===== config.mk =====
export PLATFORM = sky130hd
export DESIGN_NAME = tmr_byte_access
export DESIGN_NICKNAME = d
export VERILOG_FILES = /design/src/tmr_pkg.sv /design/src/tmr_wave_ch.sv /design/src/tmr_byte_access.sv
export VERILOG_INCLUDE_DIRS = /design/src
export SDC_FILE = /design/constraint.sdc
export NUM_CORES = 1
export LEC_CHECK = 0
export BUFFER_PORTS_ARGS = -buffer_cell sky130_fd_sc_hd__buf_2
export CAP_MARGIN = 10
export CORE_MARGIN = 1
export CORE_UTILIZATION = 31
export CTS_CLUSTER_DIAMETER = 100
export CTS_CLUSTER_SIZE = 25
export DETAILED_ROUTE_END_ITERATION = 16
export GPL_TIMING_DRIVEN = 0
export SLEW_MARGIN = 0
export SYNTH_ARGS = -nofsm -noshare
export SYNTH_HDL_FRONTEND = slang
export SYNTH_SLANG_ARGS = --single-unit
export TNS_END_PERCENT = 50

===== constraint.sdc =====
create_clock -name clock -period 4.05 [get_ports clock]
set_clock_uncertainty 0.15 [all_clocks]
set_input_delay 0.2025 -clock clock [delete_from_list [all_inputs] [get_ports clock]]
set_output_delay 0.2025 -clock clock [all_outputs]
set_load 0.01 [all_outputs]

===== src/tmr_defines.svh =====
// Register offsets, field positions, reset values, the control B mask and BOTTOM.
`ifndef TMR_DEFINES_SVH
`define TMR_DEFINES_SVH
`define TMR_ADDR_CTRL_A 6'h0f
`define TMR_ADDR_CTRL_B 6'h0e
`define TMR_ADDR_COUNT_L 6'h0c
`define TMR_ADDR_COUNT_H 6'h0d
`define TMR_ADDR_CMPA_L 6'h06
`define TMR_ADDR_CMPA_H 6'h07
`define TMR_ADDR_CMPB_L 6'h08
`define TMR_ADDR_CMPB_H 6'h09
`define TMR_ADDR_CAPT_L 6'h04
`define TMR_ADDR_CAPT_H 6'h05
`define TMR_MODE_A_HI 7
`define TMR_MODE_A_LO 6
`define TMR_MODE_B_HI 5
`define TMR_MODE_B_LO 4
`define TMR_WGM_LO_HI 1
`define TMR_WGM_HI_HI 4
`define TMR_WGM_HI_LO 3
`define TMR_CTRL_RESET 8'h00
`define TMR_CTRL_B_MASK 8'hdf
`define TMR_BOTTOM 16'h0000
`endif


===== src/tmr_pkg.sv =====
// Types shared by the timer byte-access and compare-output logic.
package tmr_pkg;
  typedef enum logic [1:0] {
    TMR_WAVE_NONPWM = 2'b00,
    TMR_WAVE_FAST = 2'b01,
    TMR_WAVE_DUAL = 2'b10
  } tmr_wave_t;
  typedef enum logic [1:0] {
    TMR_OUT_OFF = 2'b00,
    TMR_OUT_TOGGLE = 2'b01,
    TMR_OUT_CLEAR = 2'b10,
    TMR_OUT_SET = 2'b11
  } tmr_out_mode_t;
endpackage : tmr_pkg


===== src/tmr_wave_ch.sv =====
// One compare-output channel: output mode decode and waveform register.
`timescale 1ns/10ps
`include "tmr_defines.svh"
module tmr_wave_ch #(
  parameter bit IS_CHAN_A = 1'b1
) (
  // Clock and reset
  input wire logic clock,
  input wire logic nrst,
  // Control
  input wire logic [1:0] out_mode_x,
  input wire logic [1:0] wave_kind,
  input wire logic wave_gen_mode_top_bit,
  // Match and bottom events qualified by the timer tick, plus TOP match and direction
  input wire logic match_evt,
  input wire logic bottom_evt,
  input wire logic match_at_top,
  input wire logic count_down,
  // Pin side
  input wire logic port_dir_out,
  input wire logic port_data,
  output logic pin_out,
  output logic pin_oe,
  output logic wave_level
);
  logic wave;
  logic next_wave;
  logic connected;
  logic do_toggle;
  logic do_set;
  logic do_clear;
  logic fast_mode;
  logic dual_mode;
  logic pwm_toggle_ok;

  assign fast_mode = wave_kind == tmr_pkg::TMR_WAVE_FAST;
  assign dual_mode = wave_kind == tmr_pkg::TMR_WAVE_DUAL;
  assign pwm_toggle_ok = wave_gen_mode_top_bit && IS_CHAN_A;
  // Mode one in PWM modes connects only channel A with the top bit set.
  assign connected = (out_mode_x != tmr_pkg::TMR_OUT_OFF) &&
    !((fast_mode || dual_mode) && out_mode_x == tmr_pkg::TMR_OUT_TOGGLE &&
    !pwm_toggle_ok);
  assign do_toggle = match_evt && out_mode_x == tmr_pkg::TMR_OUT_TOGGLE &&
    (!(fast_mode || dual_mode) || pwm_toggle_ok);
  // Fast PWM clear and set modes ignore a match at TOP but still act at BOTTOM.
  logic fast_match;
  assign fast_match = match_evt && !(match_at_top && out_mode_x[1]);
  always_comb begin
    do_set = 1'b0;
    do_clear = 1'b0;
    case (wave_kind)
      tmr_pkg::TMR_WAVE_NONPWM: begin
        do_set = match_evt && out_mode_x == tmr_pkg::TMR_OUT_SET;
        do_clear = match_evt && out_mode_x == tmr_pkg::TMR_OUT_CLEAR;
      end
      tmr_pkg::TMR_WAVE_FAST: begin
        if (out_mode_x == tmr_pkg::TMR_OUT_CLEAR) begin
          do_clear = fast_match;
          do_set = bottom_evt && !fast_match;
        end else if (out_mode_x == tmr_pkg::TMR_OUT_SET) begin
          do_set = fast_match;
          do_clear = bottom_evt && !fast_match;
        end
      end
      tmr_pkg::TMR_WAVE_DUAL: begin
        if (out_mode_x == tmr_pkg::TMR_OUT_CLEAR) begin
          do_clear = match_evt && !count_down;
          do_set = match_evt && count_down;
        end else if (out_mode_x == tmr_pkg::TMR_OUT_SET) begin
          do_set = match_evt && !count_down;
          do_clear = match_evt && count_down;
        end
      end
      default: begin
        do_set = 1'b0;
        do_clear = 1'b0;
      end
    endcase
  end
  assign next_wave = do_set ? 1'b1 : do_clear ? 1'b0 :
    do_toggle ? !wave : wave;
  always_ff @(posedge clock or negedge nrst) begin
    if (!nrst) begin
      wave <= 1'b0;
    end else begin
      wave <= next_wave;
    end
  end
  assign wave_level = wave;
  assign pin_out = connected ? wave : port_data;
  assign pin_oe = port_dir_out;

  chk_set_match: assert property (@(posedge clock) disable iff (!nrst)
    (wave_kind == tmr_pkg::TMR_WAVE_NONPWM && match_evt &&
    out_mode_x == tmr_pkg::TMR_OUT_SET) |=> wave)
    else $error("wave not set on match");
  chk_dual_up_clear: assert property (@(posedge clock) disable iff (!nrst)
    (dual_mode && match_evt && !count_down &&
    out_mode_x == tmr_pkg::TMR_OUT_CLEAR) |=> !wave)
    else $error("wave not cleared on up match");
  chk_fast_bottom: assert property (@(posedge clock) disable iff (!nrst)
    (fast_mode && bottom_evt && !match_evt &&
    out_mode_x == tmr_pkg::TMR_OUT_CLEAR) |=> wave)
    else $error("wave not set at bottom");
  chk_oe_follows_dir: assert property (@(posedge clock) disable iff (!nrst)
    pin_oe == port_dir_out)
    else $error("pin driver not tied to direction");
endmodule : tmr_wave_ch


===== src/tmr_byte_access.sv =====
// Timer 16-bit register file with byte access and compare outputs.
// Functional notes
// - Synchronous design, tick is only an enable.
// - Dual-slope frequency-correct mode updates at BOTTOM.
// - One shared high-byte latch per timer.
// - Low-byte write loads latch plus low byte.
// - Low-byte read copies high byte into latch.
// - Compare high bytes read directly.
// - Nonzero output mode overrides the port, except PWM mode one on B or with the top bit clear.
// - Pin driver follows the direction bit.
// - Waveform mode selects output mode meaning.
// - Non-PWM: off, toggle, clear, set.
// - Fast PWM: match and BOTTOM actions.
// - PWM mode one: toggle A only, and only with the top mode bit set.
// - Dual-slope: up and down match actions.
// - Fast PWM clear and set modes ignore match at TOP.
// - Mode field split across control A and B.
// - Count write blocks next tick's match.
`timescale 1ns/10ps
`include "tmr_defines.svh"
module tmr_byte_access #(
  parameter int WIDTH = 16
) (
  // Clock and reset
  input wire logic clock,
  input wire logic nrst,
  // CPU I/O bus
  input wire logic [5:0] io_addr,
  input wire logic io_wr,
  input wire logic io_rd,
  input wire logic [7:0] io_wdata,
  output logic [7:0] io_rdata,
  // Counter core side
  input wire logic timer_tick,
  input wire logic [WIDTH-1:0] count_in,
  input wire logic count_down,
  input wire logic [WIDTH-1:0] top_value,
  input wire logic [WIDTH-1:0] capture_in,
  input wire logic capture_load,
  output logic [WIDTH-1:0] timer_count,
  output logic count_load,
  output logic [WIDTH-1:0] compare_value_a,
  output logic [WIDTH-1:0] compare_value_b,
  output logic [WIDTH-1:0] capture_value,
  output logic [3:0] wave_gen_mode,
  output logic [7:0] timer1_control_b,
  // Port and pin side
  input wire logic [1:0] port_dir_out,
  input wire logic [1:0] port_data,
  output logic wave_out_a,
  output logic wave_out_b,
  output logic wave_oe_a,
  output logic wave_oe_b
);
  logic [7:0] high_latch;
  logic [7:0] timer1_control_a;
  logic [WIDTH-1:0] cmp_buf_a;
  logic [WIDTH-1:0] cmp_buf_b;
  logic [WIDTH-1:0] wr_word;
  logic block_match;
  logic [1:0] wave_kind;
  logic update_now;
  logic upd_at_bottom;
  logic upd_immediate;
  logic at_bottom;
  logic at_top;
  logic match_a;
  logic match_b;
  logic bottom_evt;

  function automatic logic hit(input logic [5:0] a, input logic [5:0] b,
      input logic s);
    hit = s && (a == b);
  endfunction : hit

  logic wr_cnt_l;
  logic wr_cnt_h;
  logic wr_cmpa_l;
  logic wr_cmpb_l;
  logic wr_capt_l;
  logic rd_low16;
  logic [7:0] rd_high_src;
  assign wr_cnt_l = hit(io_addr, `TMR_ADDR_COUNT_L, io_wr);
  assign wr_cnt_h = hit(io_addr, `TMR_ADDR_COUNT_H, io_wr);
  assign wr_cmpa_l = hit(io_addr, `TMR_ADDR_CMPA_L, io_wr);
  assign wr_cmpb_l = hit(io_addr, `TMR_ADDR_CMPB_L, io_wr);
  assign wr_capt_l = hit(io_addr, `TMR_ADDR_CAPT_L, io_wr);
  assign wr_word = {high_latch, io_wdata};
  // Any high-byte write lands in the one shared latch.
  logic wr_any_h;
  assign wr_any_h = io_wr && (io_addr == `TMR_ADDR_COUNT_H ||
    io_addr == `TMR_ADDR_CMPA_H || io_addr == `TMR_ADDR_CMPB_H ||
    io_addr == `TMR_ADDR_CAPT_H);
  assign rd_low16 = io_rd && (io_addr == `TMR_ADDR_COUNT_L ||
    io_addr == `TMR_ADDR_CMPA_L || io_addr == `TMR_ADDR_CMPB_L ||
    io_addr == `TMR_ADDR_CAPT_L);
  assign rd_high_src = io_addr == `TMR_ADDR_COUNT_L ? count_in[15:8] :
    io_addr == `TMR_ADDR_CMPA_L ? compare_value_a[15:8] :
    io_addr == `TMR_ADDR_CMPB_L ? compare_value_b[15:8] :
    capture_value[15:8];

  always_ff @(posedge clock or negedge nrst) begin
    if (!nrst) begin
      high_latch <= 8'h00;
    end else if (wr_any_h) begin
      high_latch <= io_wdata;
    end else if (rd_low16) begin
      high_latch <= rd_high_src;
    end
  end

  // Mode split: low bits in control A, high bits in control B.
  assign wave_gen_mode = {timer1_control_b[`TMR_WGM_HI_HI:`TMR_WGM_HI_LO],
    timer1_control_a[`TMR_WGM_LO_HI:0]};
  assign wave_kind = (wave_gen_mode == 4'h0 || wave_gen_mode == 4'h4 ||
    wave_gen_mode == 4'hc || wave_gen_mode == 4'hd) ?
    tmr_pkg::TMR_WAVE_NONPWM :
    (wave_gen_mode == 4'h5 || wave_gen_mode == 4'h6 ||
    wave_gen_mode == 4'h7 || wave_gen_mode == 4'he ||
    wave_gen_mode == 4'hf) ? tmr_pkg::TMR_WAVE_FAST :
    tmr_pkg::TMR_WAVE_DUAL;
  assign at_bottom = count_in == `TMR_BOTTOM;
  assign at_top = count_in == top_value;
  assign upd_immediate = wave_kind == tmr_pkg::TMR_WAVE_NONPWM;
  assign upd_at_bottom = wave_gen_mode == 4'h8 || wave_gen_mode == 4'h9;
  // Double-buffered compares change only on a tick at the update point.
  assign update_now = timer_tick &&
    (upd_at_bottom ? at_bottom : at_top);

  always_ff @(posedge clock or negedge nrst) begin
    if (!nrst) begin
      timer1_control_a <= `TMR_CTRL_RESET;
      timer1_control_b <= `TMR_CTRL_RESET;
      cmp_buf_a <= 16'h0000;
      cmp_buf_b <= 16'h0000;
      compare_value_a <= 16'h0000;
      compare_value_b <= 16'h0000;
      capture_value <= 16'h0000;
      timer_count <= 16'h0000;
      count_load <= 1'b0;
      block_match <= 1'b0;
    end else begin
      if (hit(io_addr, `TMR_ADDR_CTRL_A, io_wr)) begin
        timer1_control_a <= io_wdata;
      end
      if (hit(io_addr, `TMR_ADDR_CTRL_B, io_wr)) begin
        timer1_control_b <= io_wdata & `TMR_CTRL_B_MASK;
      end
      if (wr_cmpa_l) begin
        cmp_buf_a <= wr_word;
      end
      if (wr_cmpb_l) begin
        cmp_buf_b <= wr_word;
      end
      if (upd_immediate && wr_cmpa_l) begin
        compare_value_a <= wr_word;
      end else if (!upd_immediate && update_now) begin
        compare_value_a <= cmp_buf_a;
      end
      if (upd_immediate && wr_cmpb_l) begin
        compare_value_b <= wr_word;
      end else if (!upd_immediate && update_now) begin
        compare_value_b <= cmp_buf_b;
      end
      if (wr_capt_l) begin
        capture_value <= wr_word;
      end else if (capture_load) begin
        capture_value <= capture_in;
      end
      count_load <= wr_cnt_l;
      if (wr_cnt_l) begin
        timer_count <= wr_word;
      end
      // A count write holds off matches until the next tick is spent.
      if (wr_cnt_l) begin
        block_match <= 1'b1;
      end else if (timer_tick) begin
        block_match <= 1'b0;
      end
    end
  end

  assign match_a = timer_tick && !block_match && !wr_cnt_l &&
    count_in == compare_value_a;
  assign match_b = timer_tick && !block_match && !wr_cnt_l &&
    count_in == compare_value_b;
  assign bottom_evt = timer_tick && at_bottom;

  // Read mux: compare high bytes come straight from the registers.
  always_ff @(posedge clock or negedge nrst) begin
    if (!nrst) begin
      io_rdata <= 8'h00;
    end else if (io_rd) begin
      case (io_addr)
        `TMR_ADDR_CTRL_A: io_rdata <= timer1_control_a;
        `TMR_ADDR_CTRL_B: io_rdata <= timer1_control_b;
        `TMR_ADDR_COUNT_L: io_rdata <= count_in[7:0];
        `TMR_ADDR_CMPA_L: io_rdata <= compare_value_a[7:0];
        `TMR_ADDR_CMPB_L: io_rdata <= compare_value_b[7:0];
        `TMR_ADDR_CAPT_L: io_rdata <= capture_value[7:0];
        `TMR_ADDR_CMPA_H: io_rdata <= compare_value_a[15:8];
        `TMR_ADDR_CMPB_H: io_rdata <= compare_value_b[15:8];
        `TMR_ADDR_COUNT_H: io_rdata <= high_latch;
        `TMR_ADDR_CAPT_H: io_rdata <= high_latch;
        default: io_rdata <= 8'h00;
      endcase
    end
  end

  tmr_wave_ch #(.IS_CHAN_A(1'b1)) u_ch_a (
    .clock(clock),
    .nrst(nrst),
    .out_mode_x(timer1_control_a[`TMR_MODE_A_HI:`TMR_MODE_A_LO]),
    .wave_kind(wave_kind),
    .wave_gen_mode_top_bit(wave_gen_mode[3]),
    .match_evt(match_a),
    .bottom_evt(bottom_evt),
    .match_at_top(compare_value_a == top_value),
    .count_down(count_down),
    .port_dir_out(port_dir_out[0]),
    .port_data(port_data[0]),
    .pin_out(wave_out_a),
    .pin_oe(wave_oe_a),
    .wave_level()
  );
  tmr_wave_ch #(.IS_CHAN_A(1'b0)) u_ch_b (
    .clock(clock),
    .nrst(nrst),
    .out_mode_x(timer1_control_a[`TMR_MODE_B_HI:`TMR_MODE_B_LO]),
    .wave_kind(wave_kind),
    .wave_gen_mode_top_bit(wave_gen_mode[3]),
    .match_evt(match_b),
    .bottom_evt(bottom_evt),
    .match_at_top(compare_value_b == top_value),
    .count_down(count_down),
    .port_dir_out(port_dir_out[1]),
    .port_data(port_data[1]),
    .pin_out(wave_out_b),
    .pin_oe(wave_oe_b),
    .wave_level()
  );

  chk_low_write_word: assert property (@(posedge clock) disable iff (!nrst)
    (wr_cmpa_l && upd_immediate) |=>
    compare_value_a == {$past(high_latch), $past(io_wdata)})
    else $error("low write did not load whole word");
  chk_read_latches: assert property (@(posedge clock) disable iff (!nrst)
    (rd_low16 && !wr_any_h && io_addr == `TMR_ADDR_COUNT_L) |=>
    high_latch == $past(count_in[15:8]))
    else $error("low read did not latch high byte");
  chk_cmp_high_direct: assert property (@(posedge clock) disable iff (!nrst)
    (io_rd && io_addr == `TMR_ADDR_CMPB_H) |=>
    io_rdata == $past(compare_value_b[15:8]))
    else $error("compare high read used the latch");
  chk_shared_latch: assert property (@(posedge clock) disable iff (!nrst)
    wr_any_h |=> high_latch == $past(io_wdata))
    else $error("high byte not held in latch");
  chk_block_after_wr: assert property (@(posedge clock) disable iff (!nrst)
    wr_cnt_l ##1 (!wr_cnt_l && timer_tick)[*1] |-> !match_a)
    else $error("match not blocked after count write");
  chk_pfc_hold: assert property (@(posedge clock) disable iff (!nrst)
    (upd_at_bottom && !(timer_tick && at_bottom)) |=>
    $stable(compare_value_a))
    else $error("compare changed away from bottom");
  chk_reset_modes: assert property (@(posedge clock)
    $rose(nrst) |-> timer1_control_a[7:4] == 4'h0)
    else $error("output modes not zero after reset");
  chk_mode_split: assert property (@(posedge clock) disable iff (!nrst)
    wave_gen_mode[1:0] == timer1_control_a[1:0])
    else $error("mode low bits misplaced");
  cov_word_write: cover property (@(posedge clock) disable iff (!nrst)
    wr_cnt_h ##1 wr_cnt_l);
  cov_word_read: cover property (@(posedge clock) disable iff (!nrst)
    (io_rd && io_addr == `TMR_ADDR_COUNT_L) ##1
    (io_rd && io_addr == `TMR_ADDR_COUNT_H));
  cov_pfc_update: cover property (@(posedge clock) disable iff (!nrst)
    upd_at_bottom && update_now);
  // The counter core only sees timer_count through count_load, so the
  // whole-word load is checked here rather than through a read.
  chk_count_write: assert property (@(posedge clock) disable iff (!nrst)
    wr_cnt_l |=> (count_load &&
    timer_count == {$past(high_latch), $past(io_wdata)}))
    else $error("count low write did not load whole word");
  chk_capt_high_latch: assert property (@(posedge clock) disable iff (!nrst)
    (io_rd && io_addr == `TMR_ADDR_CAPT_H) |=>
    io_rdata == $past(high_latch))
    else $error("capture high read bypassed the latch");
  // Buffered compares may only move on a tick; a change between ticks
  // would shift a pulse edge by part of a timer period.
  chk_buf_on_tick: assert property (@(posedge clock) disable iff (!nrst)
    (!upd_immediate && !timer_tick) |=> $stable(compare_value_a))
    else $error("buffered compare moved without a tick");
  chk_pfc_update: assert property (@(posedge clock) disable iff (!nrst)
    (upd_at_bottom && timer_tick && at_bottom) |=>
    compare_value_a == $past(cmp_buf_a))
    else $error("compare not loaded from buffer at bottom");
  chk_block_late_tick: assert property (@(posedge clock) disable iff (!nrst)
    wr_cnt_l ##1 (!wr_cnt_l && !timer_tick) ##1 timer_tick |->
    (!match_a && !match_b))
    else $error("match not blocked on first tick after count write");
  cov_count_block: cover property (@(posedge clock) disable iff (!nrst)
    wr_cnt_l ##2 timer_tick);
endmodule : tmr_byte_access


* After elaboration in Yosys (flattened, before gate mapping)
Index checks and enable logic that the tools add are counted.
Widths: inputs -> output; s select.
** Operators by class
- Eq/ne operators :: 33
- Reduce and logical (&&, ||, !) cells :: 83
- Multiplexer cells :: 45
** Operators by type and width (number)
- $mux 16 :: 6
- $eq 16x16->1 :: 5
- $pmux 8 s9 :: 1
- $logic_and 1x1->1 :: 40
- $mux 8 :: 5
- $eq 6x4->1 const B :: 6
- $mux 1 :: 27
- $eq 4x4->1 const B :: 6
- $eq 6x3->1 const B :: 4
- $eq 4x3->1 const B :: 4
- $logic_not 16->1 :: 1
- $logic_or 1x1->1 :: 16
- $logic_not 1->1 :: 14
- $reduce_bool 2->1 :: 7
- $pmux 1 s3 :: 4
- $eq 2x2->1 const B :: 5
- $eq 2x1->1 const B :: 3
- $reduce_bool 3->1 :: 2
- $logic_not 4->1 :: 1
- $mux 2 :: 2
- $logic_not 2->1 :: 1
- $reduce_or 2->1 :: 1
** Storage, ports and cells
- Input bits :: 73
- Bits in registers :: 131
- Output and inout port bits :: 89
- Logic and storage cells :: 175

* Depth between registers and ports, before layout
- Depth after elaboration :: 15
- Gate-level depth with buffers :: 10
- Depth with buffers taken out :: 7

* Hierarchy
A second synthesis with hierarchy kept.
** Second synthesis, totals
- Cell total of the unflattened synthesis :: 708
- Area, all modules :: 7522.2 µm²
** Modules (own cells, without submodules)
- tmr_byte_access :: area an instance 7043.0 µm², sequential area each 3228.1 µm², cells an instance 646, times used 1
- tmr_wave_ch at u_ch_b :: area an instance 242.7 µm², sequential area each 25.0 µm², cells an instance 33, times used 1
- tmr_wave_ch at u_ch_a :: area an instance 236.5 µm², sequential area each 25.0 µm², cells an instance 29, times used 1

* Worst setup path before layout
Ideal clock, no wire load.
- Path kind :: register to register
- From :: reg timer1_control_b[3]
- To :: reg compare_value_b[11]
- Data arrival time :: 1938 ps
- Path buffers :: 3
- Library setup time :: 126 ps
- Required time :: 3774 ps
- Path slack :: 1836 ps
- Clock period less this slack :: 2214 ps
- Stages on the path, launching flop included :: 9
- Cells stage by stage :: dfrtp_1 -> buf_2 -> nor2b_1 -> nor3_2 -> nand3_1 -> and2_1 -> buf_6 -> buf_6 -> a221o_1
** Between the ends
- Longest elaborated chain between the ends :: 11
- Elaborated cells between the ends (all ways) :: 29
- Those cells by class :: eq/ne: 10; mux: 4; reduce/logical: 15
** Ends and longest elaborated chain
- start, declared :: RTL line tmr_byte_access.sv:46 : output logic [7:0] timer1_control_b,
- start signal, assigned :: RTL line tmr_byte_access.sv:133 : timer1_control_b <= `TMR_CTRL_RESET;
- start signal, assigned :: RTL line tmr_byte_access.sv:147 : timer1_control_b <= io_wdata & `TMR_CTRL_B_MASK;
- $eq 4x3->1 :: RTL line tmr_byte_access.sv:118 : (wave_gen_mode == 4'h5 || wave_gen_mode == 4'h6 ||
- $logic_or 1x1->1 (2 in series) :: RTL line tmr_byte_access.sv:118
- $logic_or 1x1->1 (2 in series) :: RTL line tmr_byte_access.sv:119 : wave_gen_mode == 4'h7 || wave_gen_mode == 4'he ||
- $mux 2 :: RTL line tmr_byte_access.sv:120 : wave_gen_mode == 4'hf) ? tmr_pkg::TMR_WAVE_FAST :
- $mux 2 :: RTL line tmr_byte_access.sv:116 : wave_gen_mode == 4'hc || wave_gen_mode == 4'hd) ?
- $logic_not 2->1 :: RTL line tmr_byte_access.sv:124 : assign upd_immediate = wave_kind == tmr_pkg::TMR_WAVE_NONPWM;
- $logic_not 1->1 :: RTL line tmr_byte_access.sv:162 : end else if (!upd_immediate && update_now) begin
- $logic_and 1x1->1 :: RTL line tmr_byte_access.sv:162
- $reduce_bool 2->1 (no line)
- end signal, assigned :: RTL line tmr_byte_access.sv:161 : compare_value_b <= wr_word;
- end signal, assigned :: RTL line tmr_byte_access.sv:163 : compare_value_b <= cmp_buf_b;
- end, declared :: RTL line tmr_byte_access.sv:43 : output logic [WIDTH-1:0] compare_value_b,
Parallel ways exist; a longest one is shown, timed or not.
A chain may end at the register's enable or synchronous reset.

* Worst setup path after layout
- From :: reg timer1_control_b[4]
- To :: reg compare_value_b[11]
The elaborated chain is that of the path after synthesis.

==> qor.txt <==
Die Wd = 157.7 um
port bufs = 132
CP Launch Point = timer1_control_b[4]
final HPWL from detailed placement = 20.59 mm
RePlAce Congestion = 0.9460
initial antenna violation count = 1
design area = 9397 um2
DR vias = 6800
antenna viol nets, final = 0
clock latency on the worst-skew pair = 0.43 ns
GRT Total Usage = 23.01%
Seq/Total Area, Yosys = 43.59%
diode count = 0
RSZ-0062 raised after global routing = false
pre-CTS worst setup slack = 1.242 ns
status = finished clean
Critical Path Source Type = register
Fillers = 2419
vias in the first global route = 6403
required time of the critical path = 4.21 ns
Syn Nets = 845
Critical Path Fanout Max = 10
distinct cell type count after synthesis = 50
1st-iter DRT viols = 655
crit share post-route = 71.06%
die footprint = 24880 um2
Die Ht = 157.7 um
grt total ovfl = 0
wire per inst = 22.03 um
cells after synthesis = 772
Hold Startpoint = io_wdata[6]
max-slew violations = 0
count of final setup violators = 0
Core Area = 23610 um2
Finished Layout Cells = 1277
Mapped Avg Cell Area = 9.741 um2
DP Area = 8613 um2
cell taking the most area after synthesis = dfrtp_1
CTS root buf = clkbuf_16
PnR Total Power = 4.658 mW
FP Rows = 56
area fraction of the dominant cell type after synthesis = 43.59%
max incr delay on CP = 0.58 ns
area of the multi-input gates = 3747 um2
slowest CP cell = nor3_2
largest cells by area after synthesis = dfrtp_1 44%, xnor2_1 6.2%, mux2_1 5.5%
Top FF cell, synth = dfrtp_1
CTS Buffer Depth = 2
Crit Reg-Reg Startpoint = timer1_control_b[4]
CP Cell Sequence = nor2b_1, nor3_2, nand3_1, and2_1, buf_6, buf_6, a221o_1
TNS Setup = 0 ns
asr flop ratio synth = 100.0%
top-count cell post-synth = dfrtp_1
Crit. End Element = register
clock buffer count from CTS = 17
synth-to-layout area growth = 24.96%
CTS Sinks = 131
max frequency = 0.3475 GHz
post-layout min period = 2.878 ns
Worst-Margin Slew = 0.7451 ns
Slew Limit Headroom = 49.87%
Total Nets Final = 1018
first-pass GRT wire length = 41.11 mm
Placed Cells = 1224
top cells by count, synth = 131 x dfrtp_1, 80 x nand2_1, 53 x nor2_1, 53 x xnor2_1, 41 x a21oi_1
initial core utilization = 31.85%
Synth Cell Area = 7520 um2
synth warn = 0
WP data arrival = 3.04 ns
total detailed-routing wirelength = 28.13 mm
largest net degree at the start of global routing = 68
Clk pin slew, worst setup/hold paths = 0.06 ns
hold crit path type = input pin to register
H-tree levels = 4
P_leak = 4.509 nW
Yosys reg bits = 131
worst setup path category = register to register
PD cells = 495.7 nW/um2
drt drc = 0
max-cap violation count = 0
first-pass detailed-route iteration total = 9
Final Hold Fails = 0
CTS tree = yes
VDD IR max = 235.1 uV
fraction of layout instances using a drive strength above 1 = 24.22%
EDFF count, synth = 0
Vias/cell = 5.325
final setup margin = 1.172 ns
CP most frequent cell = buf_6
I/O pin cnt = 162
Reg area = 3278 um2
==> area by class of cell <==
type / instances / share of cell area (%)
plain buffers: 76 / 4.101
clock buffers: 18 / 4.567
clock inverters: 14 / 1.531
inverters: 29 / 1.158
multi-input cells: 536 / 39.88
flip-flops and latches: 131 / 34.89
well taps: 319 / 4.248
repair buffers: 154 / 9.627
==> layout by cell type, fill, tap and decap left out, types with 35 or more instances in the layout <==
cell,Yosys,final
nor2_1,53,53
clkbuf_1,34,35
dfrtp_1,131,131
xnor2_1,53,53
mux2i_1,40,40
a21oi_1,41,41
nand2_1,80,80
mux2_1,37,37
buf_2,20,151
==> state kept, by name, indices dropped and copies added (netlist names) <==
signal,flops
block_match,1
capture_value,16
cmp_buf_a,16
cmp_buf_b,16
compare_value_a,16
compare_value_b,16
count_load,1
high_latch,8
io_rdata,8
timer1_control_a,8
timer1_control_b,7
timer_count,16
u_ch_a.wave_level,1
u_ch_b.wave_level,1
==> layer usage <==
| layer | up-vias | track usage, % | part of all wire (%) |
|---|---|---|---|
| li1 | 3065 | - | - |
| met1 | 3367 | 32.70 | 45 |
| met2 | 326 | 34.49 | 44 |
| met3 | 40 | 5.174 | 8.9 |
| met4 | 2 | 6.981 | 1.6 |
| met5 | - | 0 | 0.046 |
==> stage by stage <==
step                util, %  hold WS (ns)
finish                39.79       0.05371
global route          39.79       0.05200
CTS                   39.79       0.04804
detailed placement    36.48        0.1115
global placement      36.33        0.3007
floorplan                 -       -0.2431
==> kinds of logic after synthesis <==
kind of cell / Yosys count / share of synthesized area, %
xor+xnor: 81 / 9.434
other cells: 1 / 0.04987
compound gates: 152 / 13.54
buf+inv: 105 / 6.572
mux: 98 / 14.01
simple gates: 204 / 12.80
flops: 131 / 43.59
==> final timing paths <==
check | endpoint | slack (ns) | cells after the start
worst max-delay path | compare_value_b[11] | 1.17 | 7
max in group asynchronous | high_latch[2] | 2.76 | 3
worst max register to register | compare_value_b[11] | 1.17 | 7
worst min register to register | timer_count[1] | 0.32 | 2
worst min-delay path | timer_count[6] | 0.05 | 3
min in group asynchronous | timer_count[3] | 0.19 | 2
==> critical path: cells and delay by family (launching register included) <==
family / cells / cell delay, ns
flops: 1 / 0.52
compound gates: 1 / 0.28
simple gates: 4 / 1.53
buf+inv: 2 / 0.27
==> report_power, final <==
part / leakage (nW) / internal (mW) / switching, mW
clock: 0.267 / 0.864 / 0.656
combinational: 2.53 / 0.538 / 0.626
sequential: 1.71 / 1.54 / 0.435
==> timing repair <==
item | 4_1_cts | 5_1_grt
hold endpoints to repair | 95 | 0
setup buffers | 0 | 0
hold buffers | 21 | 0
gates resized for setup | 0 | 0
No activity file was read; power rests on OpenSTA's default activity.
